<file path="config.mk">
export PLATFORM = sky130hd
export DESIGN_NAME = ddcd_top
export DESIGN_NICKNAME = d
export VERILOG_FILES = /design/src/rtl/ddcd_pkg.sv /design/src/rtl/ddcd_sync3.sv /design/src/rtl/ddcd_top.sv
export SDC_FILE = /design/constraint.sdc
export NUM_CORES = 1
export LEC_CHECK = 0
export BUFFER_PORTS_ARGS = -buffer_cell sky130_fd_sc_hd__buf_2
export CORE_MARGIN = 4
export CORE_UTILIZATION = 59
export CTS_BUF_LIST = sky130_fd_sc_hd__clkbuf_8
export DETAILED_ROUTE_END_ITERATION = 8
export PLACE_DENSITY = 0.82
export SLEW_MARGIN = 30
export SYNTH_ARGS = -nofsm -noshare
export SYNTH_HDL_FRONTEND = slang
export SYNTH_SLANG_ARGS = --single-unit
</file>
<file path="constraint.sdc">
create_clock -name clk -period 2.9 [get_ports clk]
set_clock_uncertainty 0.1 [all_clocks]
set_input_delay 0.58 -clock clk [delete_from_list [all_inputs] [get_ports clk]]
set_output_delay 0.58 -clock clk [all_outputs]
set_load 0.1 [all_outputs]
</file>
<file path="src/rtl/ddcd_pkg.sv">
// Constants and types for the dual converter command decoder
// Function
// RL1: Command 000001 loads both staging and outputs
// RL2: Command 000010 loads first channel staging, output
// RL3: Command 000011 loads second channel staging, output
// RL4: Command 000100 loads both staging, outputs kept
// RL5: Command 000101 loads first channel staging only
// RL6: Command 000110 loads second channel staging only
// RL7: Command 000111 copies both staging to outputs
// RL8: Command 001001 copies first staging to output
// RL9: Command 001010 copies second staging to output
// RL10: 001011 internal, 001100 external reference; external default
// RL11: 001101/001110/001111 shut down both, first, second
// RL12: 101101/101110/101111 power up both, first, second
// RL13: 010000-010101 set first channel range; lowest default
// RL14: 110000-110101 set second channel range; lowest default
// RL15: No-op and unassigned codes change nothing
// RL16: Shutdown, power-up, range keep stored codes
// RL17: Frame: six command, eight data, two sub-bits
// RL18: Serial mode executes when chip select rises
// RL19: Two-wire mode executes at 26th clock; abort discards
// RL20: Commands still execute while outputs shut down
package ddcd_pkg;
   localparam int FRAME_BITS = 16;
   localparam int CMD_MSB = 15;
   localparam int CMD_LSB = 10;
   localparam int DATA_MSB = 9;
   localparam int DATA_LSB = 2;
   localparam int TW_UPDATE_PULSE = 26;
   typedef logic [5:0] ddcd_cmd_t;
   typedef logic [2:0] ddcd_range_t;
   localparam ddcd_cmd_t CMD_NOP = 6'h00;
   localparam ddcd_cmd_t CMD_LOAD_BOTH = 6'h01;
   localparam ddcd_cmd_t CMD_LOAD_A = 6'h02;
   localparam ddcd_cmd_t CMD_LOAD_B = 6'h03;
   localparam ddcd_cmd_t CMD_STAGE_BOTH = 6'h04;
   localparam ddcd_cmd_t CMD_STAGE_A = 6'h05;
   localparam ddcd_cmd_t CMD_STAGE_B = 6'h06;
   localparam ddcd_cmd_t CMD_UPD_BOTH = 6'h07;
   localparam ddcd_cmd_t CMD_UPD_A = 6'h09;
   localparam ddcd_cmd_t CMD_UPD_B = 6'h0A;
   localparam ddcd_cmd_t CMD_REF_INT = 6'h0B;
   localparam ddcd_cmd_t CMD_REF_EXT = 6'h0C;
   localparam ddcd_cmd_t CMD_SHDN_BOTH = 6'h0D;
   localparam ddcd_cmd_t CMD_SHDN_A = 6'h0E;
   localparam ddcd_cmd_t CMD_SHDN_B = 6'h0F;
   localparam ddcd_cmd_t CMD_PWR_BOTH = 6'h2D;
   localparam ddcd_cmd_t CMD_PWR_A = 6'h2E;
   localparam ddcd_cmd_t CMD_PWR_B = 6'h2F;
   localparam logic [2:0] CMD_RANGE_A_HI = 3'h2; // Upper bits 010
   localparam logic [2:0] CMD_RANGE_B_HI = 3'h6; // Upper bits 110
   localparam ddcd_range_t RANGE_MAX = 3'h5;     // 15-30 mA
   localparam ddcd_range_t RANGE_RST = 3'h0;     // 1-2 mA
   localparam logic [7:0] CODE_RST = 8'h00;
   localparam logic REF_EXT_RST = 1'b1;
   localparam logic SHDN_RST = 1'b0;
endpackage

</file>
<file path="src/rtl/ddcd_sync3.sv">
// Three-stage input synchroniser for pin-level signals
`timescale 1ns/100ps
`default_nettype none
module ddcd_sync3 (
   // Clock and reset
   input  wire logic clk,
   input  wire logic rst_b,
   // Pin and filtered level
   input  wire logic pin_in,
   input  wire logic rst_val,
   output logic      level_out
);
   logic [2:0] sh_reg;
   logic [2:0] sh_next;
   logic       lvl_reg;
   logic       lvl_next;

   // Shift; the level moves only when stages two and three agree
   always_comb begin
      sh_next = {sh_reg[1:0], pin_in};
      lvl_next = lvl_reg;
      if (sh_reg[1] == sh_reg[2]) begin
         lvl_next = sh_reg[2];
      end
      if (!rst_b) begin
         sh_next = {3{rst_val}};
         lvl_next = rst_val;
      end
   end

   always_ff @(posedge clk) begin
      sh_reg <= sh_next;
      lvl_reg <= lvl_next;
   end

   assign level_out = lvl_reg;
endmodule
`default_nettype wire

</file>
<file path="src/rtl/ddcd_top.sv">
// Command decoder top: frame capture and command execution
`timescale 1ns/100ps
`default_nettype none
module ddcd_top (
   // Clock and reset
   input  wire logic                 clk,
   input  wire logic                 rst_b,
   // Interface mode select: 1 serial, 0 two-wire
   input  wire logic                 serial_mode,
   // Serial pins
   input  wire logic                 cs_b_pin,
   input  wire logic                 sclk_pin,
   input  wire logic                 din_pin,
   // Two-wire frame from the address front end
   input  wire logic                 tw_bit_valid,
   input  wire logic                 tw_bit,
   input  wire logic                 tw_start,
   input  wire logic [4:0]           tw_pulse_cnt,
   // Channel outputs
   output logic [7:0]                stage_a,
   output logic [7:0]                stage_b,
   output logic [7:0]                code_a,
   output logic [7:0]                code_b,
   output logic                      ref_external,
   output logic                      shdn_a,
   output logic                      shdn_b,
   output ddcd_pkg::ddcd_range_t     range_a,
   output ddcd_pkg::ddcd_range_t     range_b,
   output logic                      cmd_strobe,
   output logic                      sub_bit_err
);
   import ddcd_pkg::*;

   logic cs_b_s;
   logic sclk_s;
   logic din_s;

   // Pins come from the host's domain
   ddcd_sync3 u_sync_cs (
      .clk       (clk),
      .rst_b     (rst_b),
      .pin_in    (cs_b_pin),
      .rst_val   (1'b1),
      .level_out (cs_b_s)
   );
   ddcd_sync3 u_sync_sclk (
      .clk       (clk),
      .rst_b     (rst_b),
      .pin_in    (sclk_pin),
      .rst_val   (1'b0),
      .level_out (sclk_s)
   );
   ddcd_sync3 u_sync_din (
      .clk       (clk),
      .rst_b     (rst_b),
      .pin_in    (din_pin),
      .rst_val   (1'b0),
      .level_out (din_s)
   );

   // Capture state
   logic [15:0] shift_reg, shift_next;
   logic [4:0]  cnt_reg, cnt_next;
   logic        sclk_d_reg, sclk_d_next;
   logic        cs_d_reg, cs_d_next;
   logic        exec;
   logic [15:0] frame;

   // Frame capture: serial shifts on rising clock, two-wire on bit strobes
   always_comb begin
      shift_next = shift_reg;
      cnt_next = cnt_reg;
      sclk_d_next = sclk_s;
      cs_d_next = cs_b_s;
      exec = 1'b0;
      frame = shift_reg;
      if (serial_mode) begin
         if (!cs_b_s && sclk_s && !sclk_d_reg) begin
            // RL17 command MSB first
            shift_next = {shift_reg[14:0], din_s};
            if (cnt_reg != 5'(FRAME_BITS)) begin
               cnt_next = cnt_reg + 5'h01;
            end
         end
         // RL18 execute on rising chip select
         if (cs_b_s && !cs_d_reg) begin
            exec = (cnt_reg == 5'(FRAME_BITS));
            cnt_next = 5'h00;
         end
      end else begin
         if (tw_start) begin
            // RL19 a restart drops a partial write
            cnt_next = 5'h00;
         end else if (tw_bit_valid) begin
            shift_next = {shift_reg[14:0], tw_bit};
            frame = {shift_reg[14:0], tw_bit};
            // RL19 update on the 26th pulse only
            exec = (tw_pulse_cnt == 5'(TW_UPDATE_PULSE));
         end
      end
      if (!rst_b) begin
         shift_next = 16'h0000;
         cnt_next = 5'h00;
         sclk_d_next = 1'b0;
         cs_d_next = 1'b1;
         exec = 1'b0;
      end
   end

   always_ff @(posedge clk) begin
      shift_reg <= shift_next;
      cnt_reg <= cnt_next;
      sclk_d_reg <= sclk_d_next;
      cs_d_reg <= cs_d_next;
   end

   // Device state
   logic [7:0]  sa_reg, sa_next, sb_reg, sb_next;
   logic [7:0]  ca_reg, ca_next, cb_reg, cb_next;
   logic        ref_reg, ref_next;
   logic        sda_reg, sda_next, sdb_reg, sdb_next;
   ddcd_range_t ra_reg, ra_next, rb_reg, rb_next;
   logic        stb_reg, stb_next, err_reg, err_next;
   ddcd_cmd_t   cmd;
   logic [7:0]  data;

   assign cmd = frame[CMD_MSB:CMD_LSB];
   assign data = frame[DATA_MSB:DATA_LSB];

   // Command execution; shutdown never gates it, so updates land while off
   always_comb begin
      sa_next = sa_reg;
      sb_next = sb_reg;
      ca_next = ca_reg;
      cb_next = cb_reg;
      ref_next = ref_reg;
      sda_next = sda_reg;
      sdb_next = sdb_reg;
      ra_next = ra_reg;
      rb_next = rb_reg;
      stb_next = 1'b0;
      err_next = err_reg;
      // RL20 executes regardless of shutdown
      if (exec) begin
         stb_next = 1'b1;
         // RL17 sub-bits expected zero
         err_next = (frame[1:0] != 2'h0);
         // RL15 unassigned codes fall through unchanged
         case (cmd)
            // RL1 load all four
            CMD_LOAD_BOTH: begin
               sa_next = data;
               sb_next = data;
               ca_next = data;
               cb_next = data;
            end
            // RL2 first channel load
            CMD_LOAD_A: begin
               sa_next = data;
               ca_next = data;
            end
            // RL3 second channel load
            CMD_LOAD_B: begin
               sb_next = data;
               cb_next = data;
            end
            // RL4 both staging only
            CMD_STAGE_BOTH: begin
               sa_next = data;
               sb_next = data;
            end
            // RL5 first staging only
            CMD_STAGE_A: sa_next = data;
            // RL6 second staging only
            CMD_STAGE_B: sb_next = data;
            // RL7 simultaneous update
            CMD_UPD_BOTH: begin
               ca_next = sa_reg;
               cb_next = sb_reg;
            end
            // RL8 first update
            CMD_UPD_A: ca_next = sa_reg;
            // RL9 second update
            CMD_UPD_B: cb_next = sb_reg;
            // RL10 reference select
            CMD_REF_INT: ref_next = 1'b0;
            CMD_REF_EXT: ref_next = 1'b1;
            // RL11 shutdown, codes kept
            CMD_SHDN_BOTH: begin
               sda_next = 1'b1;
               sdb_next = 1'b1;
            end
            CMD_SHDN_A: sda_next = 1'b1;
            CMD_SHDN_B: sdb_next = 1'b1;
            // RL12 power up, codes kept
            CMD_PWR_BOTH: begin
               sda_next = 1'b0;
               sdb_next = 1'b0;
            end
            CMD_PWR_A: sda_next = 1'b0;
            CMD_PWR_B: sdb_next = 1'b0;
            default: begin
               // RL13 first channel range
               if (cmd[5:3] == CMD_RANGE_A_HI && cmd[2:0] <= RANGE_MAX) begin
                  ra_next = cmd[2:0];
               end
               // RL14 second channel range
               if (cmd[5:3] == CMD_RANGE_B_HI && cmd[2:0] <= RANGE_MAX) begin
                  rb_next = cmd[2:0];
               end
            end
         endcase
      end
      // RL16 power-on defaults; codes touched only by load, staging and update commands
      if (!rst_b) begin
         sa_next = CODE_RST;
         sb_next = CODE_RST;
         ca_next = CODE_RST;
         cb_next = CODE_RST;
         ref_next = REF_EXT_RST;
         sda_next = SHDN_RST;
         sdb_next = SHDN_RST;
         ra_next = RANGE_RST;
         rb_next = RANGE_RST;
         stb_next = 1'b0;
         err_next = 1'b0;
      end
   end

   always_ff @(posedge clk) begin
      sa_reg <= sa_next;
      sb_reg <= sb_next;
      ca_reg <= ca_next;
      cb_reg <= cb_next;
      ref_reg <= ref_next;
      sda_reg <= sda_next;
      sdb_reg <= sdb_next;
      ra_reg <= ra_next;
      rb_reg <= rb_next;
      stb_reg <= stb_next;
      err_reg <= err_next;
   end

   assign stage_a = sa_reg;
   assign stage_b = sb_reg;
   assign code_a = ca_reg;
   assign code_b = cb_reg;
   assign ref_external = ref_reg;
   assign shdn_a = sda_reg;
   assign shdn_b = sdb_reg;
   assign range_a = ra_reg;
   assign range_b = rb_reg;
   assign cmd_strobe = stb_reg;
   assign sub_bit_err = err_reg;
endmodule
`default_nettype wire

</file>
; Word level (Yosys, flattened, before mapping)
; Index checks and enable logic that the tools add are counted.
; W data, S select, Z words.
[word_totals]
ff_bits = 78
[classes]
n_mux = 21
order_cmp = 1
addsub = 1
bitwise_logic = 1
eq_ne = 28
reduce_logical = 36
[op_table]
columns = op, count
row1 = $mux W16, 5
row2 = $eq A6 B4 Y1 const B, 7
row3 = $pmux W8 S2, 2
row4 = $mux W5, 5
row5 = $eq A6 B3 Y1 const B, 4
row6 = $eq A6 B6 Y1 const B, 3
row7 = $reduce_or A17 Y1, 1
row8 = $reduce_or A2 Y1, 8
row9 = $reduce_and A2 Y1, 7
row10 = $reduce_bool A2 Y1, 7
row11 = $eq A6 B2 Y1 const B, 2
row12 = $eq A5 B5 Y1 const B, 2
row13 = $reduce_and A3 Y1, 3
row14 = $reduce_or A4 Y1, 2
row15 = $eq A6 B1 Y1 const B, 1
row16 = $mux W1, 6
row17 = $ne A3 B1 Y1 const B, 2
row18 = $pmux W1 S2, 3
row19 = $add A5 B1 Y5 const B, 1
row20 = $logic_and A1 B1 Y1, 5
row21 = $ne A5 B5 Y1 const B, 1
row22 = $eq A1 B1 Y1, 3
row23 = $eq A3 B2 Y1 const B, 1
row24 = $eq A3 B3 Y1 const B, 1
row25 = 4 further kinds, 6

; Longest topological paths before layout
[logic_depth]
ltp_word = 7
depth_mapped = 9
ltp_nobuf = 7

; Cells and area by module
; A second synthesis with hierarchy kept.
[unflattened]
hier_cells = 425
area_unflattened_um2 = 3890.0
[modules_own_cells]
columns = module, instances, area_each_um2, cells_each, seq_area_each_um2
row1 = ddcd_top, 1, 3450.8, 380, 1321.3
row2 = ddcd_sync3, 3, 146.4, 15, 90.1

; Worst setup path before layout
; Ideal clock, no wire load.
[synth_timing]
path_type = input-to-reg
start = in tw_start
end = reg cb_reg[0], in the netlist code_b[0]
setup_time_ns = 0.130
path_slack_ns = 0.564
t_arrival_ns = 2.107
stages = 6
path_buffers = 1
path_cell_list = or3b_4 buf_2 mux2i_1 a211oi_4 mux2i_1 mux2i_1
[synth_between]
elab_chain_cells = 6
elab_cells_between_ends = 14
[synth_lines]
columns = item, line
row1 = from (decl), ddcd_top.sv:17  ; input wire logic tw_start,
row2 = $mux W16, -
row3 = $mux W16, ddcd_top.sv:77  ; if (serial_mode) begin
row4 = "$eq A6 B2 Y1, or another cell as far along", ddcd_top.sv:149  ; case (cmd)
row5 = $reduce_or A2 Y1 (no line), -
row6 = $reduce_bool A2 Y1 (no line), -
row7 = $reduce_and A2 Y1 (no line), -
row8 = to (signal assigned), ddcd_top.sv:234  ; cb_reg <= cb_next;
row9 = to (decl), ddcd_top.sv:119  ; logic [7:0] ca_reg, ca_next, cb_reg, cb_next;
; Several ways; a longest one is shown, not always the timed one.
; A chain may end at the register's enable or synchronous reset.

; Final worst setup path
[layout_timing]
start = reg shift_reg[10]
end = reg ca_reg[0], in the netlist code_a[0]
[layout_between]
elab_chain_cells = 7
elab_cells_between_ends = 12
[layout_lines]
columns = item, line
row1 = from (decl), ddcd_top.sv:62  ; logic [15:0] shift_reg, shift_next;
row2 = from (signal assigned), ddcd_top.sv:111  ; shift_reg <= shift_next;
row3 = $mux W16 (2 in series), -
row4 = $mux W16 (*), ddcd_top.sv:77
row5 = "$eq A6 B2 Y1, or another cell as far along", ddcd_top.sv:149
row6 = $reduce_or A2 Y1 (no line), -
row7 = $reduce_bool A2 Y1 (no line), -
row8 = $reduce_and A2 Y1 (no line), -
row9 = to (signal assigned), ddcd_top.sv:233  ; ca_reg <= ca_next;
row10 = to (decl), ddcd_top.sv:119
; Mark *: on every way between the ends. The rest lies on a longest branch, timed or not.

==> summary.md <==
| Metric | Value |
|---|---|
| Outcome | finished clean |
| Clock sink total | 78 |
| CTS Buffer Depth | 2 |
| # DRC | 0 |
| Library cells used by synthesis | 61 |
| Antenna cells | 0 |
| TritonCTS Buffers | 9 |
| Biggest area consumer among synthesized cells | dfxtp_1 |
| Initial antenna violation count | 0 |
| R2R Path Start | shift_reg[10] |
| Hold Path Class | in2reg |
| Initial Utilization | 0.607 |
| Layout cells sized above 1 | 0.211 |
| CTS tree | built |
| Area grow syn2layout | 15.7% |
| VDD IR max | 444 uV |
| Seq cells post-synth | a little under 80 |
| Hold Crit Depth | 2 |
| Setup Viol. Count Final | 0 |
| Vias in the first global route | 3224 |
| Most frequent cell after synthesis | dfxtp_1 |
| Drt first pass iters | 5 |
| Max reg flops | 16 |
| Worst Reg-to-Reg Cells | 6 |
| Die Wd | 88.9 um |
| Post-layout power | 1990 uW |
| Largest net degree at the start of global routing | 40 |
| First-pass GRT wire length | around 15 mm |
| Pwr per Cell Area | 446 nW/um^2 |
| CP arrival | 2.54 ns |
| Worst setup margin | 0.486 ns |
| Post-route setup TNS | 0 ns |
| FMAX | 414 MHz |
| Total number of vias | around 3300 |
| Post-route ant nets | 0 |
| Hold Startpoint | cs_b_pin |
| Tmin final | 2.41 ns |
| Cell count after placement | 558 |
| Synthesized area | 3860 um^2 |
| Die ar. | slightly below 8000 um^2 |
| Max transition margin | 0.451 |
| Max H-tree Level | 3 |
| EDFF count, synth | 0 |
| Pre-CTS setup slack | 0.0406 ns |
| Clk_lat worst skew | between 0.3 and 0.4 ns |
| Root buffer cell | clkbuf_8 |
| Layout Nets | 508 |
| Leakage | approximately 0.0019 uW |
| Post-DP HPWL | 6.61 mm |
| Synth top area share | 0.405 |
| Fin. max-slew vios | 0 |
| Part of the Yosys area used for sequential elements | 0.405 |
| Postcts setup bufs | 0 |
| Area of the multi-input gates | roughly 2100 um^2 |
| Total grt overflow | 0 |
| Synth cell count leaders | dfxtp_1 (78), nand2_1 (72), mux2i_1 (61) |
| Worst reg2reg path endpoint | code_a[0] |
| RD Place Congestion | 0.927 |
| CP Launch Type | register |
| Fin crit share | 0.832 |
| # IOs | between 50 and 60 |
| Final hold vios | 0 |
| Largest cells by area after synthesis | dfxtp_1 (40%), mux2i_1 (16%), nand2_1 (7.0%) |
| Number of core rows | 29 |
| Ys flop type | dfxtp_1 |
| Die height | 88.9 um |
| Syn avg cell area | 8.77 um^2 |
| FFs w/ async S/R, synth | 0 |
| Post-CTS Hold Buffers | 0 |
| R2R Setup Slk | roughly 0.5 ns |
| FF/Latch Area | ~1600 um^2 |
| Fillers | 507 |
| Core Area | roughly 6300 um^2 |
| Drt wl/cell | around 16 um |
| IO buf count | 56 |
| Worst Setup Path Type | reg2reg |
| Post-cts resize count | 0 |
| Total track usage | 0.243 |
| Post-Route WL | 9.14 mm |
| Synth warnings | 0 |
| Starting DRT DRC Count | 230 |
| Post-DR vias/cell | 5.78 |
| Clk pin slew, worst setup/hold paths | ~0.08 ns |
| Synthesized instance count | 440 |
| Cell Count, Final, Fillers Out | 574 |
| Unrepaired setup endpoints after global routing | no |
| Hold Path End | u_sync_cs.sh_reg[0] |
| CP Capture Type | register |
| Worst Max-Slew Pin Slew | about 0.82 ns |
| Worst Path Max Fanout | 25 |
| Worst endpoint required time | 3.03 ns |
| Max-cap violation count | 0 |
| Post-Syn Nets | 456 |
-- cell usage in the layout, fill, tap and decap left out, types with 2 or more instances in the layout --
cell type   n
nand4_1     4
and4bb_2    2
nand3b_1    4
o41ai_1     2
and2_1     10
and3b_1     2
buf_4      14
a21oi_1    16
xnor2_1     3
nor3_1      6
mux2i_1    61
o21ai_0    13
nand2_1    72
a211o_1     2
clkbuf_8   10
clkinv_4    2
a21oi_4     3
o221ai_1    2
a221oi_1    2
ha_1        2
a211oi_1    2
buf_2      56
nor2_1     45
o31ai_1     4
nand2b_1    9
nor2b_1     4
a31oi_1     4
o221a_2     2
a211oi_4    2
dfxtp_1    78
xor2_1      4
o22ai_1     2
nand4bb_1   2
inv_1      14
nor3b_1     3
nand3_1     3
-- how the worst max path moves through the flow --
stage	startpoint	end	slack [ns]
final	shift_reg[10]	code_a[0]	0.49
after global routing	shift_reg[10]	code_a[0]	0.27
after CTS	tw_bit_valid	code_b[6]	0.40
after detailed placement	tw_bit_valid	code_b[1]	0.04
after global placement	tw_start	code_b[5]	0.18
after floorplan	tw_start	code_b[0]	0.56
-- metrics by stage --
stage	utilization	instance area, um^2	hold slack [ns]
2_1_floorplan	-	3860	0.286
3_3_place_gp	0.668	4240	0.296
3_5_place_dp	0.669	4250	0.314
4_1_cts	0.702	4460	0.306
5_1_grt	0.703	4460	0.309
6_report	0.703	4460	0.314
-- critical path: stages, from the launching register on --
cell     delay [ns]
dfxtp_1        0.86
nor2b_1        0.36
a31oi_1        0.13
a22oi_1        0.28
buf_4          0.25
mux2i_1        0.22
mux2i_1        0.09
-- logic make-up (layout without fill, tap and decap cells) --
group           Yosys count  count (layout)  synth area share
simple gates            179             179             0.232
flops                    78              78             0.405
compound gates           69              69             0.136
mux                      61              61             0.158
buf+inv                  44             101            0.0464
xor+xnor                  7               7            0.0159
fa+ha+maj                 2               2           0.00649
-- power breakdown --
part	switching [uW]	internal (uW)
Sequential	2.94	1080
Combinational	54.2	28.6
Clock	405	425
-- cell type report --
| type | instances | share of cell area |
|---|---|---|
| multi-input combinational | 318 | 0.480 |
| sequential | 78 | 0.350 |
| timing repair buffer | 71 | 0.0909 |
| clock buffer | 10 | 0.0308 |
| tap | 77 | 0.0216 |
| clock inverter | 6 | 0.0154 |
| inverter | 14 | 0.0118 |
-- layer usage --
layer,global-route usage,vias to the layer above,wire length [um]
met4,0.0810,0,144
met3,0.0521,15,543
li1,-,1634,-
met5,0,-,0
met2,0.428,108,4620
met1,0.294,1558,3830
Note: power is estimated with default switching activity, not from simulation.
